[config.mk]
export PLATFORM = sky130hd
export DESIGN_NAME = dpmc_ctrl
export DESIGN_NICKNAME = d
export VERILOG_FILES = /design/src/verilog/dpmc_ctrl.v /design/src/verilog/dpmc_serial.v
export VERILOG_INCLUDE_DIRS = /design/src /design/src/inc
export SDC_FILE = /design/constraint.sdc
export NUM_CORES = 1
export LEC_CHECK = 0
export ABC_AREA = 1
export BUFFER_PORTS_ARGS = -buffer_cell sky130_fd_sc_hd__buf_2
export CORE_MARGIN = 3
export CORE_UTILIZATION = 45
export CTS_CLUSTER_DIAMETER = 30
export DETAILED_ROUTE_END_ITERATION = 12
export SKIP_LAST_GASP = 1
export SLEW_MARGIN = 20
export SYNTH_ARGS = -nofsm -noshare
export SYNTH_HDL_FRONTEND = slang
export SYNTH_SLANG_ARGS = --single-unit
export TNS_END_PERCENT = 100
[constraint.sdc]
create_clock -name mclk_i -period 18.9 [get_ports mclk_i]
set_input_delay 1.89 -clock mclk_i [delete_from_list [all_inputs] [get_ports mclk_i]]
set_output_delay 1.89 -clock mclk_i [all_outputs]
set_load 0.005 [all_outputs]
[src/inc/dpmc_regs.vh]
// Register map, command codes and timing counts of the multiport DRAM host controller
`ifndef DPMC_REGS_VH
`define DPMC_REGS_VH
`define DPMC_A_CMD 8'h00
`define DPMC_A_ROW 8'h04
`define DPMC_A_COL 8'h08
`define DPMC_A_DATA 8'h0c
`define DPMC_A_MASK 8'h10
`define DPMC_A_CMASK 8'h14
`define DPMC_A_STAT 8'h18
`define DPMC_A_RDAT 8'h1c
`define DPMC_A_SER 8'h20
`define DPMC_A_PTR 8'h24
`define DPMC_OP_RWM 4'h0
`define DPMC_OP_FWM 4'h1
`define DPMC_OP_BWM 4'h2
`define DPMC_OP_BW 4'h3
`define DPMC_OP_LMR 4'h4
`define DPMC_OP_RMR 4'h5
`define DPMC_OP_RT 4'h6
`define DPMC_OP_MWT 4'h7
`define DPMC_OP_SRT 4'h8
`define DPMC_OP_MSWT 4'h9
`define DPMC_OP_RRR 4'ha
`define DPMC_CMD_BE_LSB 4
`define DPMC_ST_BUSY 0
`define DPMC_ST_SBUSY 1
`define DPMC_ST_DIRIN 2
`define DPMC_ST_CONV 3
`define DPMC_ST_SPLIT 4
`define DPMC_ST_PERS 5
`define DPMC_ST_ERR 6
`define DPMC_CLK_NS 8
`define DPMC_T_STEP_NS 20
`define DPMC_T_STEP_CYC ((`DPMC_T_STEP_NS + `DPMC_CLK_NS - 1) / `DPMC_CLK_NS)
`define DPMC_T_PRE_NS 40
`define DPMC_T_PRE_CYC ((`DPMC_T_PRE_NS + `DPMC_CLK_NS - 1) / `DPMC_CLK_NS)
`define DPMC_T_SCH_NS 32
`define DPMC_T_SCH_CYC ((`DPMC_T_SCH_NS + `DPMC_CLK_NS - 1) / `DPMC_CLK_NS)
`define DPMC_SAM_HALF_LAST 8'hff
`endif

[src/verilog/dpmc_ctrl.v]
// Host controller driving a multiport DRAM: mask, flash, block write, transfers, serial port
//
// Function
// - Load mask captured at later strobe fall
// - Read mask keeps write strobe high
// - Block write: SPECIAL_FUNCTION_SELECT low, then high
// - Conventional transfer before split; direction kept
// - Transfer selected by levels at row fall
// - Read transfer pin levels
// - Masked write transfer pin levels
`timescale 1ns/1ps
`include "dpmc_regs.vh"
module dpmc_ctrl #(
    parameter STEP = `DPMC_T_STEP_CYC,
    parameter PRE = `DPMC_T_PRE_CYC,
    parameter SCH = `DPMC_T_SCH_CYC
) (
    // Clock and reset
    input wire mclk_i,
    input wire rstn_i,
    // Register port
    input wire [7:0] reg_addr_i,
    input wire [31:0] reg_wdata_i,
    input wire reg_wr_i,
    input wire reg_rd_i,
    output reg [31:0] reg_rdata_o,
    // DRAM strobes and address
    output reg row_strobe_n_o,
    output reg column_strobe_low_byte_n_o,
    output reg column_strobe_high_byte_n_o,
    output reg write_strobe_n_o,
    output reg transfer_output_enable_n_o,
    output reg special_function_select_o,
    output reg [8:0] addr_o,
    // RAM data lines
    input wire [15:0] ram_data_lines_i,
    output reg [15:0] ram_data_lines_o,
    output reg [15:0] ram_data_lines_oe_o,
    // Serial port
    output wire serial_shift_clock_o,
    input wire [15:0] serial_data_lines_i,
    output wire [15:0] serial_data_lines_o,
    output wire [15:0] serial_data_lines_oe_o
);
    localparam S_IDLE = 3'd0;
    localparam S_SETUP = 3'd1;
    localparam S_RASL = 3'd2;
    localparam S_COLUMN_STROBE_LOW_BYTE = 3'd3;
    localparam S_WEL = 3'd4;
    localparam S_PRE = 3'd5;

    // Transfer kinds
    function is_xfer;
        input [3:0] op;
        begin
            is_xfer = (op == `DPMC_OP_RT) || (op == `DPMC_OP_MWT) || (op == `DPMC_OP_SRT) || (op == `DPMC_OP_MSWT);
        end
    endfunction

    function is_split;
        input [3:0] op;
        begin
            is_split = (op == `DPMC_OP_SRT) || (op == `DPMC_OP_MSWT);
        end
    endfunction

    // Ops whose mask is driven on data lines at row fall while pers_reg is clear
    function new_mask;
        input [3:0] op;
        begin
            new_mask = (op == `DPMC_OP_RWM) || (op == `DPMC_OP_FWM) || (op == `DPMC_OP_BWM) ||
                (op == `DPMC_OP_MWT) || (op == `DPMC_OP_MSWT);
        end
    endfunction

    reg rst_meta_reg;
    reg rst_sync_reg;
    reg [15:0] dq_meta_reg;
    reg [15:0] dq_sync_reg;
    reg [2:0] state_reg;
    reg [7:0] cnt_reg;
    reg [3:0] op_reg;
    reg [1:0] be_reg;
    reg [8:0] row_reg;
    reg [8:0] col_reg;
    reg [15:0] data_reg;
    reg [15:0] mask_reg;
    reg [15:0] cmask_reg;
    reg [15:0] rdat_reg;
    reg err_reg;
    reg dir_in_reg;
    reg conv_reg;
    reg pers_reg;
    reg half_reg;
    reg tap_load_reg;
    reg shift_reg;
    reg [15:0] shift_data_reg;
    wire ser_busy;
    wire ser_split;
    wire [15:0] ser_rdata;
    wire [8:0] ser_ptr;
    wire xfer_active;
    wire step_done;
    wire cmd_ok;
    wire ser_ok;
    wire [3:0] cmd_op;
    wire [6:0] status;

    assign xfer_active = (state_reg != S_IDLE) && is_xfer(op_reg);
    assign step_done = (cnt_reg == 8'h00);
    assign cmd_op = reg_wdata_i[3:0];
    // Refuse busy, split before conventional, cross-half split, split tap at half end
    assign cmd_ok = (state_reg == S_IDLE) && !ser_busy && cmd_op <= `DPMC_OP_RRR &&
        !(is_split(cmd_op) && (!conv_reg || row_reg[8] != half_reg ||
        col_reg[7:0] == `DPMC_SAM_HALF_LAST));
    assign ser_ok = !ser_busy && !xfer_active && conv_reg;
    assign status = {err_reg, pers_reg, ser_split, conv_reg, dir_in_reg, ser_busy, state_reg != S_IDLE};

    always @(posedge mclk_i or negedge rstn_i)
    begin
        if (!rstn_i)
        begin
            rst_meta_reg <= 1'b0;
            rst_sync_reg <= 1'b0;
        end
        else
        begin
            rst_meta_reg <= 1'b1;
            rst_sync_reg <= rst_meta_reg;
        end
    end

    // Register port and command refusal
    always @(posedge mclk_i or negedge rst_sync_reg)
    begin
        if (!rst_sync_reg)
        begin
            reg_rdata_o <= 32'h00000000;
            row_reg <= 9'h000;
            col_reg <= 9'h000;
            data_reg <= 16'h0000;
            mask_reg <= 16'hffff;
            cmask_reg <= 16'hffff;
            err_reg <= 1'b0;
            shift_reg <= 1'b0;
            shift_data_reg <= 16'h0000;
        end
        else
        begin
            shift_reg <= 1'b0;
            if (reg_rd_i)
            begin
                case (reg_addr_i)
                    `DPMC_A_ROW: reg_rdata_o <= {23'h000000, row_reg};
                    `DPMC_A_COL: reg_rdata_o <= {23'h000000, col_reg};
                    `DPMC_A_DATA: reg_rdata_o <= {16'h0000, data_reg};
                    `DPMC_A_MASK: reg_rdata_o <= {16'h0000, mask_reg};
                    `DPMC_A_CMASK: reg_rdata_o <= {16'h0000, cmask_reg};
                    `DPMC_A_STAT: reg_rdata_o <= {25'h0000000, status};
                    `DPMC_A_RDAT: reg_rdata_o <= {16'h0000, rdat_reg};
                    `DPMC_A_SER: reg_rdata_o <= {16'h0000, ser_rdata};
                    `DPMC_A_PTR: reg_rdata_o <= {23'h000000, ser_ptr};
                    default: reg_rdata_o <= 32'h00000000;
                endcase
            end
            else
                reg_rdata_o <= 32'h00000000;
            if (reg_wr_i)
            begin
                case (reg_addr_i)
                    `DPMC_A_ROW: row_reg <= reg_wdata_i[8:0];
                    `DPMC_A_COL: col_reg <= reg_wdata_i[8:0];
                    `DPMC_A_DATA: data_reg <= reg_wdata_i[15:0];
                    `DPMC_A_MASK: mask_reg <= reg_wdata_i[15:0];
                    `DPMC_A_CMASK: cmask_reg <= reg_wdata_i[15:0];
                    `DPMC_A_STAT:
                        if (reg_wdata_i[`DPMC_ST_ERR])
                            err_reg <= 1'b0;
                    `DPMC_A_CMD:
                        if (!cmd_ok)
                            err_reg <= 1'b1;
                    `DPMC_A_SER:
                        if (ser_ok)
                        begin
                            shift_reg <= 1'b1;
                            shift_data_reg <= reg_wdata_i[15:0];
                        end
                        else
                            err_reg <= 1'b1;
                    default: err_reg <= err_reg;
                endcase
            end
        end
    end

    // Pin sequencer
    always @(posedge mclk_i or negedge rst_sync_reg)
    begin
        if (!rst_sync_reg)
        begin
            dq_meta_reg <= 16'h0000;
            dq_sync_reg <= 16'h0000;
            state_reg <= S_IDLE;
            cnt_reg <= 8'h00;
            op_reg <= 4'h0;
            be_reg <= 2'b11;
            rdat_reg <= 16'h0000;
            dir_in_reg <= 1'b0;
            conv_reg <= 1'b0;
            pers_reg <= 1'b0;
            half_reg <= 1'b0;
            tap_load_reg <= 1'b0;
            row_strobe_n_o <= 1'b1;
            column_strobe_low_byte_n_o <= 1'b1;
            column_strobe_high_byte_n_o <= 1'b1;
            write_strobe_n_o <= 1'b1;
            transfer_output_enable_n_o <= 1'b1;
            special_function_select_o <= 1'b0;
            addr_o <= 9'h000;
            ram_data_lines_o <= 16'h0000;
            ram_data_lines_oe_o <= 16'h0000;
        end
        else
        begin
            dq_meta_reg <= ram_data_lines_i;
            dq_sync_reg <= dq_meta_reg;
            tap_load_reg <= 1'b0;
            if (!step_done)
                cnt_reg <= cnt_reg - 8'h01;
            case (state_reg)
                S_IDLE:
                    if (reg_wr_i && reg_addr_i == `DPMC_A_CMD && cmd_ok)
                    begin
                        op_reg <= cmd_op;
                        be_reg <= reg_wdata_i[`DPMC_CMD_BE_LSB + 1:`DPMC_CMD_BE_LSB];
                        state_reg <= S_SETUP;
                        cnt_reg <= STEP[7:0] - 8'h01;
                    end
                S_SETUP:
                begin
                    // Levels sampled by the device at the row strobe fall
                    addr_o <= row_reg;
                    column_strobe_low_byte_n_o <= (op_reg != `DPMC_OP_RRR);
                    column_strobe_high_byte_n_o <= (op_reg != `DPMC_OP_RRR);
                    transfer_output_enable_n_o <= !is_xfer(op_reg);
                    write_strobe_n_o <= !(new_mask(op_reg) && !(pers_reg && op_reg == `DPMC_OP_BW)) &&
                        op_reg != `DPMC_OP_BW ? 1'b1 : (op_reg == `DPMC_OP_BW);
                    special_function_select_o <= (op_reg == `DPMC_OP_FWM) || (op_reg == `DPMC_OP_LMR) ||
                        (op_reg == `DPMC_OP_RMR) || is_split(op_reg);
                    ram_data_lines_o <= mask_reg;
                    ram_data_lines_oe_o <= (new_mask(op_reg) && !pers_reg) ? 16'hffff : 16'h0000;
                    if (step_done)
                    begin
                        state_reg <= S_RASL;
                        cnt_reg <= STEP[7:0] - 8'h01;
                        row_strobe_n_o <= 1'b0;
                    end
                end
                S_RASL:
                begin
                    if (op_reg == `DPMC_OP_BW || op_reg == `DPMC_OP_BWM)
                    begin
                        addr_o <= {col_reg[8:3], 3'b000};
                        special_function_select_o <= 1'b1;
                        ram_data_lines_o <= cmask_reg;
                    end
                    else
                    begin
                        addr_o <= col_reg;
                        special_function_select_o <= 1'b0;
                        ram_data_lines_o <= data_reg;
                    end
                    ram_data_lines_oe_o <= (is_xfer(op_reg) || op_reg == `DPMC_OP_RMR ||
                        op_reg == `DPMC_OP_FWM || op_reg == `DPMC_OP_RRR) ? 16'h0000 : 16'hffff;
                    if (step_done)
                    begin
                        cnt_reg <= STEP[7:0] - 8'h01;
                        if (op_reg == `DPMC_OP_FWM || op_reg == `DPMC_OP_RRR)
                            state_reg <= S_PRE;
                        else
                        begin
                            state_reg <= S_COLUMN_STROBE_LOW_BYTE;
                            column_strobe_low_byte_n_o <= !be_reg[0];
                            column_strobe_high_byte_n_o <= !be_reg[1];
                        end
                    end
                end
                S_COLUMN_STROBE_LOW_BYTE:
                begin
                    // Read mask: write strobe held high, output enabled
                    if (op_reg == `DPMC_OP_RMR)
                    begin
                        write_strobe_n_o <= 1'b1;
                        transfer_output_enable_n_o <= 1'b0;
                    end
                    if (step_done)
                    begin
                        cnt_reg <= STEP[7:0] - 8'h01;
                        if (op_reg == `DPMC_OP_RMR)
                        begin
                            rdat_reg <= dq_sync_reg;
                            state_reg <= S_PRE;
                        end
                        else if (is_xfer(op_reg))
                        begin
                            // Transfer ends on the rising output enable
                            transfer_output_enable_n_o <= 1'b1;
                            state_reg <= S_PRE;
                        end
                        else
                        begin
                            write_strobe_n_o <= 1'b0;
                            state_reg <= S_WEL;
                        end
                    end
                end
                S_WEL:
                    if (step_done)
                    begin
                        cnt_reg <= PRE[7:0] - 8'h01;
                        state_reg <= S_PRE;
                        if (op_reg == `DPMC_OP_LMR)
                            pers_reg <= 1'b1;
                    end
                S_PRE:
                begin
                    row_strobe_n_o <= 1'b1;
                    column_strobe_low_byte_n_o <= 1'b1;
                    column_strobe_high_byte_n_o <= 1'b1;
                    write_strobe_n_o <= 1'b1;
                    transfer_output_enable_n_o <= 1'b1;
                    special_function_select_o <= 1'b0;
                    ram_data_lines_oe_o <= 16'h0000;
                    if (step_done)
                    begin
                        state_reg <= S_IDLE;
                        if (op_reg == `DPMC_OP_RRR)
                            pers_reg <= 1'b0;
                        if (is_xfer(op_reg))
                        begin
                            tap_load_reg <= 1'b1;
                            half_reg <= row_reg[8];
                            if (!is_split(op_reg))
                            begin
                                conv_reg <= 1'b1;
                                dir_in_reg <= (op_reg == `DPMC_OP_MWT);
                            end
                        end
                    end
                end
                default: state_reg <= S_IDLE;
            endcase
        end
    end

    dpmc_serial #(
        .SCH(SCH)
    ) u_serial (
        .mclk_i(mclk_i),
        .rst_n_i(rst_sync_reg),
        .hold_i(xfer_active),
        .dir_in_i(dir_in_reg),
        .tap_load_i(tap_load_reg),
        .tap_split_i(is_split(op_reg)),
        .tap_i(col_reg),
        .shift_i(shift_reg),
        .shift_data_i(shift_data_reg),
        .busy_o(ser_busy),
        .rdata_o(ser_rdata),
        .ptr_o(ser_ptr),
        .split_o(ser_split),
        .sc_o(serial_shift_clock_o),
        .sdq_o(serial_data_lines_o),
        .sdq_oe_o(serial_data_lines_oe_o),
        .sdq_i(serial_data_lines_i)
    );
endmodule // dpmc_ctrl

[src/verilog/dpmc_serial.v]
// Serial port engine: shift clock divider, tap pointer and serial data lines
`timescale 1ns/1ps
`include "dpmc_regs.vh"
module dpmc_serial #(
    parameter SCH = `DPMC_T_SCH_CYC
) (
    // Clock and reset
    input wire mclk_i,
    input wire rst_n_i,
    // Control from the sequencer and status back to it
    input wire hold_i,
    input wire dir_in_i,
    input wire tap_load_i,
    input wire tap_split_i,
    input wire [8:0] tap_i,
    input wire shift_i,
    input wire [15:0] shift_data_i,
    output reg busy_o,
    output reg [15:0] rdata_o,
    output reg [8:0] ptr_o,
    output reg split_o,
    // Serial pins
    output reg sc_o,
    output reg [15:0] sdq_o,
    output reg [15:0] sdq_oe_o,
    input wire [15:0] sdq_i
);
    reg [15:0] sdq_meta_reg;
    reg [15:0] sdq_sync_reg;
    reg [7:0] other_tap_reg;
    reg [7:0] cnt_reg;
    reg phase_reg;

    always @(posedge mclk_i or negedge rst_n_i)
    begin
        if (!rst_n_i)
        begin
            sdq_meta_reg <= 16'h0000;
            sdq_sync_reg <= 16'h0000;
            other_tap_reg <= 8'h00;
            cnt_reg <= 8'h00;
            phase_reg <= 1'b0;
            busy_o <= 1'b0;
            rdata_o <= 16'h0000;
            ptr_o <= 9'h000;
            split_o <= 1'b0;
            sc_o <= 1'b0;
            sdq_o <= 16'h0000;
            sdq_oe_o <= 16'h0000;
        end
        else
        begin
            sdq_meta_reg <= sdq_i;
            sdq_sync_reg <= sdq_meta_reg;
            sdq_oe_o <= {16{dir_in_i & ~hold_i}};
            if (tap_load_i)
            begin
                if (tap_split_i)
                begin
                    other_tap_reg <= tap_i[7:0];
                    split_o <= 1'b1;
                end
                else
                begin
                    ptr_o <= tap_i;
                    split_o <= 1'b0;
                end
            end
            else if (busy_o)
            begin
                if (cnt_reg != 8'h00)
                    cnt_reg <= cnt_reg - 8'h01;
                else if (!phase_reg)
                begin
                    sc_o <= 1'b0;
                    phase_reg <= 1'b1;
                    cnt_reg <= SCH[7:0] - 8'h01;
                    if (!dir_in_i)
                        rdata_o <= sdq_sync_reg;
                end
                else
                begin
                    busy_o <= 1'b0;
                    phase_reg <= 1'b0;
                    if (split_o && ptr_o[7:0] == `DPMC_SAM_HALF_LAST)
                        ptr_o <= {~ptr_o[8], other_tap_reg};
                    else if (split_o)
                        ptr_o <= {ptr_o[8], ptr_o[7:0] + 8'h01};
                    else
                        ptr_o <= ptr_o + 9'h001;
                end
            end
            else if (shift_i && !hold_i)
            begin
                busy_o <= 1'b1;
                sc_o <= 1'b1;
                cnt_reg <= SCH[7:0] - 8'h01;
                if (dir_in_i)
                    sdq_o <= shift_data_i;
            end
        end
    end
endmodule // dpmc_serial
### After elaboration in Yosys (flattened, before gate mapping)

Cells that the tools add are included.

| storage, ports and cells | value |
|---|---|
| flip-flop bits (word level) | 329 |
| bits in latches | 0 |
| bits in writable memories | 0 |
| ROM bits | 0 |
| input port bits | 76 |
| output and inout bits | 112 |
| word-level logic and storage cells | 271 |
| memories | 0 |

| cells by class | value |
|---|---|
| $add $sub $neg | 4 |
| multipliers | 0 |
| div/mod/pow operators | 0 |
| order comparisons | 1 |
| eq/ne operators | 49 |
| shift-type cells | 0 |
| multiplexer cells | 80 |
| bitwise logic cells | 9 |
| reduce and logical (&&, ||, !) cells | 83 |

Operators with widths:

| operator | number |
|---|---|
| one-hot mux 16 bit (9 select lines) | 1 |
| two-way mux 8 bit | 8 |
| two-way mux 9 bit | 7 |
| two-way mux 16 bit | 3 |
| one-hot mux 16 bit (3 select lines) | 1 |
| two-way mux 1 bit | 39 |
| == test 8 x 5 -> 1 bit, second input constant | 4 |
| two-way mux 32 bit | 1 |
| one-hot mux 16 bit (2 select lines) | 1 |
| inequality test 2 bit, second input constant | 15 |
| two-way mux 3 bit | 8 |
| one-hot mux 8 bit (3 select lines) | 1 |
| == test 4 bit, second input constant | 5 |
| AND reduction 5 bit | 4 |
| logical OR 1 bit | 19 |
| one-hot mux 1 bit (3 select lines) | 6 |
| one-hot mux 3 bit (6 select lines) | 1 |
| one-hot mux 9 bit (2 select lines) | 1 |
| AND reduction 3 bit | 6 |
| == test 4 x 3 -> 1 bit, second input constant | 4 |
| == test 8 x 4 -> 1 bit, second input constant | 2 |
| == test 8 x 6 -> 1 bit, second input constant | 2 |
| == test 8 bit, second input constant | 2 |
| zero test 8 bit | 2 |
| other kinds (29) | 83 |

### Depth between registers and ports, before layout

Gate-level depths: netlist (run 1).

| logic depth | value |
|---|---|
| depth after elaboration | 11 |
| depth in mapped cells | 11 |
| depth with buffers taken out | 10 |

### Cells and area by module

Synthesis (run 1) repeated with hierarchy kept, for this count alone.

| second synthesis, totals | value |
|---|---|
| cell total of the unflattened synthesis | 1530 |
| area, all modules | 13501.7 µm² |

By module, submodules not included:

| module | instances | cells an instance | area each (µm²) | seq. area each (µm²) |
|---|---|---|---|---|
| dpmc_ctrl | 1 | 1108 | 9268.9 | 5153.7 |
| dpmc_serial | 1 | 422 | 4232.8 | 2352.3 |

### Least setup slack after synthesis (run 1)

No wires, ideal clock.

| path | value |
|---|---|
| path kind | in2reg |
| start | input reg_addr_i[0] |
| end | register shift_data_reg[12] |
| library setup time | 0.119 ns |
| arrival time | 2.841 ns |
| required time | 18.781 ns |
| slack | 15.941 ns |
| cell stages on the path | 9 |
| buffers on the path | 1 |
| cells stage by stage | inv_1 -> nand2_2 -> nor2_4 -> nand2_2 -> nor2_8 -> nand3_4 -> buf_6 -> nand2_1 -> o21ai_2 |

| between the ends | value |
|---|---|
| cells in the longest elaborated chain, start to end | 2 |

Ends and longest elaborated chain:

| item | RTL line | source |
|---|---|---|
| start: declaration | dpmc_ctrl.v:22 | `input wire [7:0] reg_addr_i,` |
| == test 8 x 6 -> 1 bit | dpmc_ctrl.v:170 | `case (reg_addr_i)` |
| AND reduction 3 bit (no line) | -- |  |
| end signal: assignment | dpmc_ctrl.v:186 | `shift_data_reg <= reg_wdata_i[15:0];` |
| end: declaration | dpmc_ctrl.v:97 | `reg [15:0] shift_data_reg;` |

Every way passes these cells.
A chain may end at the register's enable or synchronous reset.

### Worst setup path after layout (run 1)

| path | value |
|---|---|
| start | input reg_addr_i[7] |
| end | register mask_reg[3] |

| between the ends | value |
|---|---|
| cells in the longest elaborated chain, start to end | 2 |

Ends and longest elaborated chain:

| item | RTL line | source |
|---|---|---|
| == test 8 x 5 -> 1 bit | dpmc_ctrl.v:170 |  |
| AND reduction 2 bit (no line) | -- |  |
| end signal: assignment | dpmc_ctrl.v:174 | `` `DPMC_A_MASK: mask_reg <= reg_wdata_i[15:0]; `` |
| end: declaration | dpmc_ctrl.v:87 | `reg [15:0] mask_reg;` |

Every way passes these cells.

==> qor.csv, run 1 <==
stage,metric,value,unit
logic_synthesis,sequential share of the synthesized area,55.0,%
clock_network,postcts setup bufs,0,
route,WL per Instance,16.2,µm
place,Post-Place Worst Slack,14.81,ns
worst_setup_path,CP arrival,3.97,ns
route,Detail Route Antenna Nets,0,
clock_network,hold buffers post-CTS,0,
sta,fin crit period,3.52,ns
logic_synthesis,Syn Inst Count,1550,
clock_network,Max clock buf depth,3,
die,Die Wd,180,µm
cells_and_area,"commonest non-fill, non-tap cell in the layout",nand2_1,
clock_network,H-Tree Depth,3,
die,Top Ports,188,
die,core box area,0.0298,mm²
die,full die area,0.0325,mm²
route,Residual DRC,0,
logic_synthesis,Synth area leader,dfrtp_1,
global_routing,largest net degree at the start of global routing,162,
sta,period utilisation layout,18.7,%
sta,actual slew at the worst max-slew pin,0.908,ns
logic_synthesis,Yosys top cell area share,47.5,%
cells_and_area,Layout area overhead,22.9,%
die,initial cell density of the core,45.8,%
worst_setup_path,crit-path max FO,32,
worst_setup_path,crit start category,input port,
worst_setup_path,reg2reg path depth,8,
clock_network,post-CTS resize count,0,
power,maximum vdd drop,0.100,mV
place,number of I/O port buffers,155,
sta,clk_skew,0.0308,ns
route,DRT Wirelength,34600,µm
route,vias per cell,5.05,
worst_setup_path,critical path's slowest cell,nor2_2,
sta,Fin. Hold Viols,0,
global_routing,global routing usage on met1,28.1,%
global_routing,M3 GR Usage,3.71,%
logic_synthesis,Yosys reg bits,298,
place,routability cong.,0.858,
clock_network,clock buffer count from CTS,68,
route,drt pass-1 iters,5,
global_routing,antenna violations before repair,0,
worst_setup_path,CP max stage delay,0.63,ns
logic_synthesis,Mean Syn Cell Area,8.81,µm²
cells_and_area,share of cells above drive strength 1,24.3,%
place,HPWL Detailed,23000,µm
worst_setup_path,CP Depth,6,
sta,Slew HR,39.5,%
clock_network,Worst-Skew Late Latency,0.55,ns
global_routing,Congestion Overflow GR,0,
job,max capacitance violation total,0,
sta,maximum clock rate,284,MHz
sta,RSZ-0062 raised after global routing,no,
worst_setup_path,nature of the critical path endpoint,flip-flop,
clock_network,Clock Tree Root,clkbuf_16,
sta,Setup-failing EPs final,0,
clock_network,Worst-path clk slew,0.05,ns
die,std cell rows,63,
logic_synthesis,"top cells by area, synth","dfrtp_1 47%, nand2_1 9.6%, dfstp_2 7.5%",
cells_and_area,Nets,1772,
worst_setup_path,CP Cell Sequence,buf_2 > nor2_1 > nand3_1 > nor2_2 > nand2_2 > o21ai_0,
worst_hold_path,Worst Hold Depth,0,
route,Initial DRC Count,750,
route,total vias in the final route,10774,
cells_and_area,most frequent cells in the layout,"350 x nand2_1, 258 x dfrtp_1, 155 x buf_2",
logic_synthesis,Syn. warnings,0,
run_status,outcome,"finished, final reports clean",
clock_network,clk sinks,298,
cells_and_area,antenna fix cells,0,
power,Leak Pwr,8.11,nW
power,power density cells,145,mW/mm²
global_routing,gr busiest metal,met2,
sta,max-slew violations,0,
global_routing,number of global-route vias before repair,10482,
global_routing,first-pass GRT wire length,55500,µm
global_routing,GRT Overall Usage,21.2,%
worst_setup_path,critical path buffer and inverter count,1,
worst_setup_path,Setup CP Type,in2reg,
global_routing,grt met2 use,35.0,%
sta,Fin Setup TNS,0,ns
logic_synthesis,cell area after synthesis,0.0137,mm²
worst_setup_path,Worst EP required,19.35,ns
worst_hold_path,Worst Hold Class,reg2reg,
die,Vert. Die Dim,180,µm
sta,Worst Slack Setup Final,15.38,ns
clock_network,CTS tree,yes,
worst_setup_path,CP top delay family,simple AND/OR/NAND/NOR gates,
logic_synthesis,"Distinct cells, synth",44,
-- area by class of cell --
cell class / count / area, µm²
Sequential cell: 298 / 7510
Timing Repair Buffer: 161 / 833
Clock buffer: 85 / 1870
Clock inverter: 39 / 594
Fill cell: 2726 / 13000
Inverter: 157 / 589
Tap cell: 390 / 488
Multi-Input combinational cell: 1004 / 4890
-- stage by stage --
step                      util, %  hold slack, ns  instances  area (µm²)  total power [W]
after floorplan                 -           0.331       1565       13700          0.00109
after global placement       48.0           0.334       2010       14300          0.00120
after detailed placement     48.0           0.335       2010       14300          0.00120
after CTS                    56.3           0.333       2134       16800          0.00246
after global routing         56.3           0.341       2134       16800          0.00256
final                        56.3           0.336       2134       16800          0.00244
-- worst reg2reg max path, cell delays in order, from the launching register on --
cell	delay, ns
dfrtp_1	0.37
inv_1	0.11
ha_1	0.16
nand2_1	0.06
nor2_2	0.17
nand2_4	0.12
inv_2	0.22
nand3_2	0.57
o21ai_0	0.44
-- cells by family after synthesis --
kind of cell / Yosys count / synth area share [%]
XOR/XNOR: 9 / 0.577
other: 2 / 0.0550
buffers and inverters: 263 / 9.59
adder cells (fa/ha/maj): 6 / 0.550
flip-flops: 298 / 55.0
AND/OR/NAND/NOR: 682 / 22.5
AO/OA/AOI/OAI: 290 / 11.7
-- report_power, final --
group	switching, W	total (W)	internal, W
clock	0.000366	0.00124	0.000878
sequential	0.0000758	0.000814	0.000738
combinational	0.000236	0.000380	0.000144
-- metal layers --
layer | vias to the layer above | routed length [µm]
met2 | 310 | 16800
met3 | 72 | 1770
met5 | - | 0
li1 | 5246 | -
met4 | 0 | 1070
met1 | 5146 | 14900
-- Yosys cell counts, drive strengths merged --
cell type	n
a21o	1
a31oi	1
or2	2
a21oi	59
conb	2
buf	92
nor2	152
inv	156
o211ai	4
dfstp	39
nand3	126
o31ai	1
a31o	1
clkinv	1
xor2	6
ha	6
nor4	1
nand3b	4
dfrtp	259
nand4	18
o21ai	222
xnor2	3
o221ai	1
nor3	10
clkbuf	14
nand2	369
-- worst paths after layout --
path                                 startpoint  slack, ns               to
worst max-delay path              reg_addr_i[7]      15.38      mask_reg[3]
worst min-delay path            dq_meta_reg[14]       0.34  dq_sync_reg[14]
worst max register to register       cnt_reg[0]      16.61      rdat_reg[9]
worst min register to register  dq_meta_reg[14]       0.34  dq_sync_reg[14]
max in group asynchronous          rst_sync_reg      17.09   reg_rdata_o[8]
min in group asynchronous          rst_sync_reg       0.38     data_reg[11]
Note: power is estimated with default switching activity, not from simulation.
==> inputs of run 2 (changes only) <==
PLACE_DENSITY = 0.67   (was unset)
clock period = 3.1 ns   (was 18.9 ns; I/O delays follow)
==> run 2 against run 1 <==
  * Routed wire length is 2.1% higher
  * Worst hold slack worse by 0.30 ns
  * Critical path depth is 2 higher
  * Die area stayed put
  * Global-route usage is 0.31 points higher
  * Combinational power grew to 6.3 times the previous value
  * Sequential share of layout area is 0.92 points lower
  * Design area is 2.1% higher
==> qor.csv, run 2 (synthesis gave the netlist of run 1 again) <==
stage,metric,value,unit,change
run_status,outcome,"finished, final reports clean",,
die,Die Wd,180,µm,unchanged
global_routing,antenna violations before repair,2,,+2
place,HPWL Detailed,23600,µm,+2.7%
power,Clock Power Share,49.2,%,-1.8 points
power,Pint,0.0102,W,+480%
worst_hold_path,Hold Startpoint,reg_wdata_i[10],,
power,Leak Pwr,8.22,nW,+1.4%
worst_setup_path,R2R Path Start,cnt_reg[1],,
worst_setup_path,Register-to-Register Setup Slack,0.76,ns,-15.85 ns
cells_and_area,"commonest non-fill, non-tap cell in the layout",nand2_1,,
place,placed cell area,0.0144,mm²,+0.70%
clock_network,Clock Tree Root,clkbuf_16,,
cells_and_area,Nets,1817,,+2.5%
power,Sw Ratio,29.7,%,+1.9 points
worst_hold_path,Worst Hold Depth,3,,+3
die,full die area,0.0325,mm²,unchanged
sta,Slew HR,46.3,%,+6.8 points
route,drt pass-1 iters,7,,+2
global_routing,first-pass GRT wire length,56600,µm,+1.9%
job,max capacitance violation total,0,,unchanged
worst_hold_path,Worst Hold Class,in2reg,,
global_routing,Congestion Overflow GR,0,,unchanged
global_routing,number of global-route vias before repair,10919,,+4.2%
clock_network,H-Tree Depth,3,,unchanged
sta,RSZ-0062 raised after global routing,no,,
die,std cell rows,63,,unchanged
worst_hold_path,hold path endpoint,shift_data_reg[10],,
route,DRT Wirelength,35300,µm,+2.1%
sta,Fin Setup TNS,0,ns,unchanged
global_routing,largest net degree at the start of global routing,80,,-51%
clock_network,Worst-Skew Late Latency,0.58,ns,+0.03 ns
power,part of the power in combinational logic,16.5,%,+0.9 points
cells_and_area,most frequent cells in the layout,"350 x nand2_1, 258 x dfrtp_1, 155 x buf_2",,
clock_network,post-CTS resize count,0,,unchanged
worst_setup_path,Setup CP Type,reg2reg,,
power,maximum vdd drop,0.669,mV,+570%
place,routability cong.,0.887,,+3.3%
sta,actual slew at the worst max-slew pin,0.805,ns,-0.103 ns
clock_network,CTS tree,yes,,
die,Top Ports,188,,unchanged
power,Flop pwr share,34.3,%,+0.9 points
cells_and_area,share of cells above drive strength 1,24.0,%,-0.29 points
sta,max-slew violations,0,,unchanged
die,core box area,0.0298,mm²,unchanged
route,WL per Instance,16.2,µm,about the same
power,power density cells,847,mW/mm²,+480%
sta,maximum clock rate,427,MHz,
sta,period utilisation layout,75.5,%,
clock_network,Max clock buf depth,3,,unchanged
sta,Setup-failing EPs final,0,,unchanged
place,placed insts,2020,,+0.50%
clock_network,Worst-path clk slew,0.05,ns,about the same
worst_setup_path,crit start category,flip-flop,,
route,vias per cell,5.09,,+0.90%
place,number of I/O port buffers,155,,unchanged
worst_setup_path,worst r2r dst,rdat_reg[2],,
cells_and_area,Final Instance Area,0.0171,mm²,+2.1%
cells_and_area,Layout area overhead,25.5,%,
global_routing,GRT Overall Usage,21.5,%,+0.31 points
power,sw power,0.00430,W,+540%
worst_setup_path,crit-path max FO,32,,unchanged
clock_network,clock buffer count from CTS,70,,+2.9%
route,Initial DRC Count,818,,+9.1%
route,Detail Route Antenna Nets,0,,unchanged
route,total vias in the final route,11110,,+3.1%
sta,fin crit period,2.34,ns,
die,initial cell density of the core,45.8,%,unchanged
worst_setup_path,nature of the critical path endpoint,flip-flop,,
die,Vert. Die Dim,180,µm,unchanged
worst_setup_path,Worst EP required,3.56,ns,-15.79 ns
clock_network,clk sinks,298,,unchanged
route,Residual DRC,0,,unchanged
worst_setup_path,reg2reg path depth,8,,unchanged
worst_setup_path,CP arrival,2.80,ns,-1.17 ns
sta,clk_skew,0.0449,ns,+0.0141 ns
cells_and_area,Non-Filler Instances,2181,,+2.2%
sta,Min Hold Slack,0.0403,ns,-0.295 ns
sta,Fin. Hold Viols,0,,unchanged
==> run 2: changes by cell type in the layout (fill, tap and decap cells not counted), moves of 4 or more <==
| cell | previous run | this run |
|---|---|---|
| clkbuf_1 | 7 | 14 |
| clkinv_16 | 0 | 5 |
| inv_6 | 5 | 1 |
| clkbuf_8 | 10 | 6 |
| dlygate4sd3_1 | 0 | 33 |
| clkinvlp_4 | 2 | 8 |
| bufinv_16 | 13 | 5 |
| buf_4 | 5 | 13 |
==> run 2: layout make-up <==
cell class,instances,area [µm²]
tap,390,488
sequential,298,7510
inverter,157,589
multi-input combinational,1004,4890
fill,2615,12700
timing repair buffer,204,1260
antenna,1,2.50
clock inverter,37,493
clock buffer,90,1890
==> run 2: per-layer routing <==
metal	GRT usage, %	wire (µm)	part of all wire [%]
met4	9.21	1160	3.3
met5	0	9	0.025
met3	4.36	2090	5.9
met2	35.4	17200	49
met1	27.7	14800	42
==> run 2: critical path: stages, from the launching register on <==
cell and delay (ns):
dfrtp_1 0.38, inv_1 0.10, ha_1 0.15, nand2_1 0.06, nor2_2 0.18, nand2_4 0.12
inv_2 0.22, nand3_2 0.58, o21ai_0 0.44
==> run 2: worst max-delay path by stage <==
stage | to | startpoint | slack [ns]
after detailed placement | rdat_reg[2] | cnt_reg[0] | 0.80
after floorplan | addr_o[0] | rst_sync_reg | 0.15
after global placement | shift_data_reg[13] | reg_addr_i[0] | 0.89
after CTS | rdat_reg[2] | cnt_reg[1] | 0.75
final | rdat_reg[2] | cnt_reg[1] | 0.76
after global routing | rdat_reg[2] | cnt_reg[1] | 0.59
==> run 2: stage by stage <==
| stage | power, W | worst slack [ns] | utilization, % |
|---|---|---|---|
| 3_5_place_dp | 0.00737 | 0.803 | 48.4 |
| 3_3_place_gp | 0.00728 | 0.885 | 48.4 |
| 5_1_grt | 0.0152 | 0.585 | 57.5 |
| 6_report | 0.0145 | 0.759 | 57.5 |
| 4_1_cts | 0.0146 | 0.749 | 57.5 |
| 2_1_floorplan | 0.00665 | 0.155 | - |
==> run 2: power groups by stage <==
stage	Clock [W]	Sequential, W	Combinational (W)
after floorplan	0	0.00491	0.00174
after global placement	0	0.00500	0.00228
after CTS	0.00724	0.00497	0.00241
final	0.00714	0.00497	0.00239
after detailed placement	0	0.00501	0.00236
after global routing	0.00747	0.00505	0.00274
==> run 2: repair_timing <==
item	4_1_cts	5_1_grt
endpoints found under the hold margin	34	0
setup endpoints to repair	0	0
hold buffers	33	0
setup buffers	0	0
